### config.mk
export PLATFORM = sky130hd
export DESIGN_NAME = dpr_fsm
export DESIGN_NICKNAME = d
export VERILOG_FILES = /design/src/core/dpr_pkg.sv /design/src/core/dpr_timer.sv /design/src/core/dpr_fsm.sv
export VERILOG_INCLUDE_DIRS = /design/src /design/src/core
export SDC_FILE = /design/constraint.sdc
export NUM_CORES = 1
export LEC_CHECK = 0
export ABC_AREA = 1
export BUFFER_PORTS_ARGS = -buffer_cell sky130_fd_sc_hd__buf_2
export CAP_MARGIN = 20
export CORE_AREA = 3 3 86 96
export CTS_CLUSTER_DIAMETER = 50
export DETAILED_ROUTE_END_ITERATION = 10
export DIE_AREA = 0 0 89 99
export MAX_ROUTING_LAYER = met4
export PLACE_DENSITY = 0.8
export RECOVER_POWER = 25
export SLEW_MARGIN = 40
export SYNTH_ARGS = -nofsm -noshare
export SYNTH_HDL_FRONTEND = slang
export SYNTH_SLANG_ARGS = --single-unit
### constraint.sdc
create_clock -name mclk -period 2.8 [get_ports mclk]
set_input_delay 0.14 -clock mclk [delete_from_list [all_inputs] [get_ports mclk]]
set_output_delay 0.14 -clock mclk [all_outputs]
set_load 0.03 [all_outputs]
### src/core/dpr_consts.svh
// timing counts, rates and reset values for the device phy power and recovery machine
// assumes a single phy clock of 100 MHz; included by bare name
`ifndef DPR_CONSTS_SVH
`define DPR_CONSTS_SVH

// clock period in ns
`define DPR_CLK_PERIOD_NS 10
// alignment send window before giving up, 54.6 us written in ns
`define DPR_ALIGN_TIME_NS 54600
// least time, so round up to whole cycles
`define DPR_ALIGN_CYCLES ((`DPR_ALIGN_TIME_NS + `DPR_CLK_PERIOD_NS - 1) / `DPR_CLK_PERIOD_NS)
// asynchronous recovery timeout in us, a plain default
`define DPR_RECOV_TIME_US 10000
`define DPR_RECOV_CYCLES ((`DPR_RECOV_TIME_US * 1000 + `DPR_CLK_PERIOD_NS - 1) / `DPR_CLK_PERIOD_NS)
// timer width, wide enough for the recovery count
`define DPR_TMR_W 24
// signaling generations: fastest used after reset, lowest is the floor
`define DPR_GEN_MAX 2'h2
`define DPR_GEN_MIN 2'h1
// number of pin inputs passed through the synchroniser
`define DPR_SYNC_W 5

`endif

### src/core/dpr_pkg.sv
// types for the device phy power and recovery machine
// assumes dpr_consts.svh is on the include path
`default_nettype none
`include "dpr_consts.svh"
package dpr_pkg;

  typedef enum logic [3:0] {
    reset_state,
    wake_signal_state,
    await_wake_release_state,
    send_align_state,
    ready_state,
    partial_power_state,
    slumber_power_state,
    reduce_speed_state,
    error_state
  } dpr_state_t;

  typedef struct packed {
    dpr_state_t st;
    logic [`DPR_SYNC_W-1:0] sy1;
    logic [`DPR_SYNC_W-1:0] sy2;
    logic [1:0] rate;
    logic resuming;
    logic phy_ready;
    logic quiescent;
    logic tx_align;
    logic tx_wake;
    logic rate_req;
  } dpr_core_t;

endpackage
`default_nettype wire

### src/core/dpr_timer.sv
// elapsed-cycle timer: counts while clear is low, flags done at limit cycles
// assumes a synchronous-release reset from the top and limit of at least one
`timescale 1ns/1ps
`default_nettype none
module dpr_timer #(
  parameter int W = 24
) (
  input wire logic mclk,
  input wire logic rst_n,
  input wire logic clear,
  input wire logic [W-1:0] limit,
  output logic done
);

  typedef struct packed {
    logic [W-1:0] cnt;
    logic done;
  } dpr_tmr_t;

  dpr_tmr_t q;
  dpr_tmr_t next_q;

  // count stops once done so it never wraps back to a false expiry
  always_comb begin
    next_q = q;
    if (clear) begin
      next_q = '0;
    end else if (!q.done) begin
      next_q.cnt = q.cnt + 1'b1;
      next_q.done = (next_q.cnt == limit);
    end
  end

  always_ff @(posedge mclk or negedge rst_n) begin
    if (!rst_n) begin
      q <= '0;
    end else begin
      q <= next_q;
    end
  end

  assign done = q.done;

endmodule // dpr_timer
`default_nettype wire

### src/core/dpr_fsm.sv
// device phy power-state, speed-reduction and error-recovery state machine
// assumes link requests come from logic on mclk and analog status from outside the domain
//
// Operation
// - phy ready only in ready state with receiver locked and transmitter valid.
// - partial holds while requested; on drop go wake, or await release if host wakes.
// - slumber holds while requested; on drop go wake, or await release if host wakes.
// - reduce-speed moves to send-align once slower rate switch completes.
// - reduce-speed stays put while the rate switch is incomplete.
// - rate switch complete only when transmitter sends valid signal at new rate.
// - error state holds when not a failed wake and no recovery timeout.
// - error after failed power-state resume goes to wake to retry.
// - with async recovery, error goes to reset after the recovery timeout.
// - resume keeps negotiated rate; align failure goes straight to error.
// - no host align after 54.6 us above lowest rate goes to reduce-speed.
`timescale 1ns/1ps
`default_nettype none
`include "dpr_consts.svh"
module dpr_fsm #(
  parameter int ALIGN_CYCLES = `DPR_ALIGN_CYCLES,
  parameter int RECOV_CYCLES = `DPR_RECOV_CYCLES,
  parameter bit ASYNC_RECOVERY = 1'b1,
  parameter logic [1:0] GEN_MAX = `DPR_GEN_MAX,
  parameter logic [1:0] GEN_MIN = `DPR_GEN_MIN,
  parameter int TMR_W = `DPR_TMR_W
) (
  input wire logic mclk,
  input wire logic rst_n,
  input wire logic link_partial_req,
  input wire logic link_slumber_req,
  input wire logic rx_sync_lock,
  input wire logic tx_signal_valid,
  input wire logic host_align_det,
  input wire logic host_wake_det,
  input wire logic speed_switch_done,
  output logic phy_ready_ind,
  output logic iface_quiescent,
  output logic tx_align,
  output logic tx_wake,
  output logic rate_change_req,
  output logic [1:0] rate_gen
);

  logic [1:0] rst_ff;
  logic rst_q;
  dpr_pkg::dpr_core_t q;
  dpr_pkg::dpr_core_t next_q;
  logic align_done;
  logic recov_done;
  logic rx_s;
  logic txv_s;
  logic align_s;
  logic wake_s;
  logic spd_s;

  // reset released through two flops so every state flop leaves reset on one edge
  always_ff @(posedge mclk or negedge rst_n) begin
    if (!rst_n) begin
      rst_ff <= 2'h0;
    end else begin
      rst_ff <= {rst_ff[0], 1'b1};
    end
  end
  assign rst_q = rst_ff[1];

  // only the second synchroniser stage is ever looked at
  assign rx_s = q.sy2[4];
  assign txv_s = q.sy2[3];
  assign align_s = q.sy2[2];
  assign wake_s = q.sy2[1];
  assign spd_s = q.sy2[0];

  // window timers, each held clear outside the state it measures
  dpr_timer #(.W(TMR_W)) u_align_tmr (
    .mclk(mclk),
    .rst_n(rst_q),
    .clear(q.st != dpr_pkg::send_align_state),
    .limit(TMR_W'(ALIGN_CYCLES)),
    .done(align_done)
  );

  dpr_timer #(.W(TMR_W)) u_recov_tmr (
    .mclk(mclk),
    .rst_n(rst_q),
    .clear(q.st != dpr_pkg::error_state),
    .limit(TMR_W'(RECOV_CYCLES)),
    .done(recov_done)
  );

  // next state; outputs derive from the next state so they line up with it
  always_comb begin
    next_q = q;
    next_q.sy1 = {rx_sync_lock, tx_signal_valid, host_align_det, host_wake_det,
                  speed_switch_done};
    next_q.sy2 = q.sy1;
    unique case (q.st)
      dpr_pkg::reset_state: begin
        // recovery restarts at the fastest rate; earlier handshakes are out of scope
        next_q.rate = GEN_MAX;
        next_q.resuming = 1'b0;
        next_q.st = dpr_pkg::wake_signal_state;
      end
      dpr_pkg::wake_signal_state: begin
        if (wake_s) begin
          next_q.st = dpr_pkg::await_wake_release_state;
        end
      end
      dpr_pkg::await_wake_release_state: begin
        if (!wake_s) begin
          next_q.st = dpr_pkg::send_align_state;
        end
      end
      dpr_pkg::send_align_state: begin
        if (align_s) begin
          next_q.st = dpr_pkg::ready_state;
          next_q.resuming = 1'b0;
        end else if (align_done) begin
          if (q.resuming || q.rate == GEN_MIN) begin
            next_q.st = dpr_pkg::error_state;
          end else begin
            next_q.st = dpr_pkg::reduce_speed_state;
            next_q.rate = q.rate - 2'h1;
          end
        end
      end
      dpr_pkg::ready_state: begin
        if (link_partial_req) begin
          next_q.st = dpr_pkg::partial_power_state;
        end else if (link_slumber_req) begin
          next_q.st = dpr_pkg::slumber_power_state;
        end else if (ASYNC_RECOVERY && !rx_s) begin
          next_q.st = dpr_pkg::error_state;
        end
      end
      dpr_pkg::partial_power_state: begin
        // stay while held; the wake that follows is a resume at the same rate
        if (!link_partial_req) begin
          next_q.resuming = 1'b1;
          next_q.st = wake_s ? dpr_pkg::await_wake_release_state
                             : dpr_pkg::wake_signal_state;
        end
      end
      dpr_pkg::slumber_power_state: begin
        if (!link_slumber_req) begin
          next_q.resuming = 1'b1;
          next_q.st = wake_s ? dpr_pkg::await_wake_release_state
                             : dpr_pkg::wake_signal_state;
        end
      end
      dpr_pkg::reduce_speed_state: begin
        // the switch counts only with a valid transmitter
        if (spd_s && txv_s) begin
          next_q.st = dpr_pkg::send_align_state;
        end
      end
      dpr_pkg::error_state: begin
        if (q.resuming) begin
          next_q.st = dpr_pkg::wake_signal_state;
        end else if (ASYNC_RECOVERY && recov_done) begin
          next_q.st = dpr_pkg::reset_state;
        end
        // otherwise hold
      end
    endcase
    next_q.phy_ready = (next_q.st == dpr_pkg::ready_state) && rx_s && txv_s;
    next_q.quiescent = (next_q.st == dpr_pkg::partial_power_state) ||
                       (next_q.st == dpr_pkg::slumber_power_state) ||
                       (next_q.st == dpr_pkg::reduce_speed_state) ||
                       (next_q.st == dpr_pkg::error_state);
    next_q.tx_align = (next_q.st == dpr_pkg::send_align_state);
    next_q.tx_wake = (next_q.st == dpr_pkg::wake_signal_state);
    next_q.rate_req = (next_q.st == dpr_pkg::reduce_speed_state);
  end

  always_ff @(posedge mclk or negedge rst_q) begin
    if (!rst_q) begin
      q <= '{st: dpr_pkg::reset_state, rate: `DPR_GEN_MAX, quiescent: 1'b1, default: '0};
    end else begin
      q <= next_q;
    end
  end

  assign phy_ready_ind = q.phy_ready;
  assign iface_quiescent = q.quiescent;
  assign tx_align = q.tx_align;
  assign tx_wake = q.tx_wake;
  assign rate_change_req = q.rate_req;
  assign rate_gen = q.rate;
endmodule // dpr_fsm
`default_nettype wire

==> run summary <==
Max Root-Sink Buffers - 2
Critical Path End Type - flop
Length of the first detailed-routing pass in iterations - 4
Post-Syn Area - 4440 um^2
Worst Path Max Fanout - 16
WP data required - 3.05 ns
Post-synth EDFFs - 0
# DRC - 0
IO buf count - 15
Class of the worst hold path - primary input to asynchronous set/reset pin
Fin area - 4880 um^2
Syn Nets - 640
Fraction of registers with async set/reset - 100%
Leading area contributor after synthesis - dfrtp_1
TritonCTS buffer count - 9
Initial antenna violation count - 0
Seq/Total Area, Yosys - 41.8%
LEAKAGE - 2.31 nW
Maximum clock rate - 527 MHz
CTS tree - yes
WP data arrival - 2.15 ns
Max-slew headroom - 20.5%
Std-Cell Rows - 33
Dpl cell area - 4610 um^2
Filler cells - 615
Die area - 8810 um^2
Unrepaired setup endpoints after global routing - no
CTS clk-pin slew, worst paths - 0.09 ns
Most frequent cells in the layout - nand2_1, inv_1, nor2_1
Antenna-violating nets left - 0
Yosys cell types - 32
CTS Sinks - 74
DPL Wire Length - 7.52 mm
R2r startpoint - q[18]$_DFF_PN0_
Comb pwr share - 22.8%
Largest net degree at the start of global routing - 32
Share of cells above drive strength 1 - 11.4%
Post-layout nets - 668
Fin crit share - 67.8%
Largest cells by area after synthesis - dfrtp_1, nand2_1, inv_1
IO Count - 16
Storage cell area - 1850 um^2
Area share of the largest cell type after synthesis - 40.6%
Initial drt markers - 180
PwrDens - 557 nW/um^2
# setup viols final - 0
Fin. Hold Viols - 0
Max-cap violations - 0
Vias/cell - 5.43
Die Wd - 89 um
Status - finished, final reports clean
N_diodes - 0
Global route overflow - 0
Synth Instances - 627
Fin crit period - 1.90 ns
Non-filler cells, final - 747
Total track usage - 26.2%
Switching Fraction - 34.9%
Total Wirelength - 9.91 mm
Final slew viol count - 0
Clk_skew - 0.0143 ns
First-pass GRT wire length - 17.7 mm
Placed cells - 725
Die height - 99 um
Core footprint - 7390 um^2
Vias in the first global route - 3930
CP startpoint - q[18]$_DFF_PN0_
Seq pwr share - 45.1%
R2R setup slack - 0.90 ns
H-tree Lvls - 3
Clock latency on the worst-skew pair - 0.35 ns
Setup bufs post-CTS - 0
Routability cong. - 0.905
WL per Instance - 13.3 um
Via count - 4056
Warnings, synthesis - 0
Switching power total - 950 uW
Setup ws final - 0.902 ns
Avg Cell Area, Syn - 7.07 um^2
Multi-input logic area - 2210 um^2
Critical Path Start Type - flop
Clk pwr share - 32.1%
Ys flop type - dfrtp_1
Layout area overhead - 9.96%
Worst Max-Slew Pin Slew - 1.19 ns
Setup TNS - 0 ns
Synth Register Bits - 74
Maximum VDD drop - 0.472 mV
Pint - 1.77 mW
Initial Util - 60.0%
DP Worst Slack - 0.893 ns
Root buf cell - clkbuf_8
Commonest non-fill, non-tap cell in the layout - nand2_1
Critical path start-end classification - flop to flop
[worst max-delay path: stages, from the launching register on]
cell	delay [ns]
dfrtp_1	0.43
nor2_1	0.21
nand3_2	0.16
nor2_4	0.38
inv_2	0.17
o211ai_1	0.23
inv_1	0.08
nand2_1	0.09
nor2_1	0.05
[per-layer routing]
layer	vias up	track usage, %	share of wire, %
li1	2045	-	-
met1	1908	33.5	44
met2	86	41.6	50
met3	17	4.60	3.7
met4	0	9.51	2.3
met5	-	-	0
[state kept, by name (all words and copies together) (netlist names)]
register	flops
rst_ff	2
tx_align	1
phy_ready_ind	1
iface_quiescent	1
tx_wake	1
rate_change_req	1
u_recov_tmr.done	1
rate_gen	2
q	9
next_q	5
u_recov_tmr.q	24
u_align_tmr.done	1
u_align_tmr.q	24
align_s	1
[stage by stage]
stage	util, %	hold WS [ns]	power [mW]
after floorplan	-	-0.156	1.70
after global placement	62.4	-0.0746	1.84
after detailed placement	62.4	-0.0716	1.85
after CTS	66.0	0.0751	2.73
after global routing	66.0	0.0935	2.89
final	66.0	0.0967	2.72
[synthesized netlist by cell type (6+ instances only)]
cell / number
nor2_4: 9
nand4_1: 11
nand2_1: 192
inv_1: 79
nor2_1: 79
inv_2: 7
o21ai_0: 44
dfrtp_1: 72
nor2_2: 6
nor3_1: 7
o21ai_1: 9
o22ai_1: 14
xor2_1: 10
nand3_1: 43
nand2_2: 7
[cell type report]
class	count	share of cell area, %
Clock inverter	7	1.69
Tap cell	87	2.23
Inverter	88	6.77
Multi-Input combinational cell	457	45.4
Sequential cell	74	38.0
Timing Repair Buffer	25	3.36
Clock buffer	9	2.54
[kinds of logic (layout without fill, tap and decap cells)]
group	after synthesis	in the layout	synth area share, %
AND/OR/NAND/NOR	365	365	37.2
buffers and inverters	96	129	8.29
AO/OA/AOI/OAI	76	76	9.31
flip-flops	74	74	41.8
XOR/XNOR	11	11	2.17
adder cells (fa/ha/maj)	4	4	1.13
other	1	1	0.0845
[what timing repair did]
| action | in CTS | in global routing |
|---|---|---|
| endpoints found under the setup margin | 0 | 0 |
| hold buffers | 6 | 0 |
| resized for setup | 0 | 0 |
| endpoints found under the hold margin | 7 | 0 |
[power groups by stage]
| stage | clock, mW | combinational, mW | sequential (mW) |
|---|---|---|---|
| after floorplan | 0 | 0.424 | 1.28 |
| after global placement | 0 | 0.600 | 1.24 |
| after detailed placement | 0 | 0.603 | 1.25 |
| after CTS | 0.893 | 0.617 | 1.22 |
| after global routing | 0.948 | 0.708 | 1.23 |
| final | 0.873 | 0.620 | 1.22 |
[path summary, 6_finish.rpt]
path,depth (start not counted),endpoint
min reg2reg,0,q[11]$_DFF_PN0_
min,2,rst_ff[1]$_DFF_PN0_
max reg2reg,8,tx_wake$_DFF_PN0_
min in group mclk,4,q[21]$_DFF_PN0_
max,8,tx_wake$_DFF_PN0_
max in group asynchronous,1,iface_quiescent$_DFF_PN1_
Power figures use the tool's default switching activity.
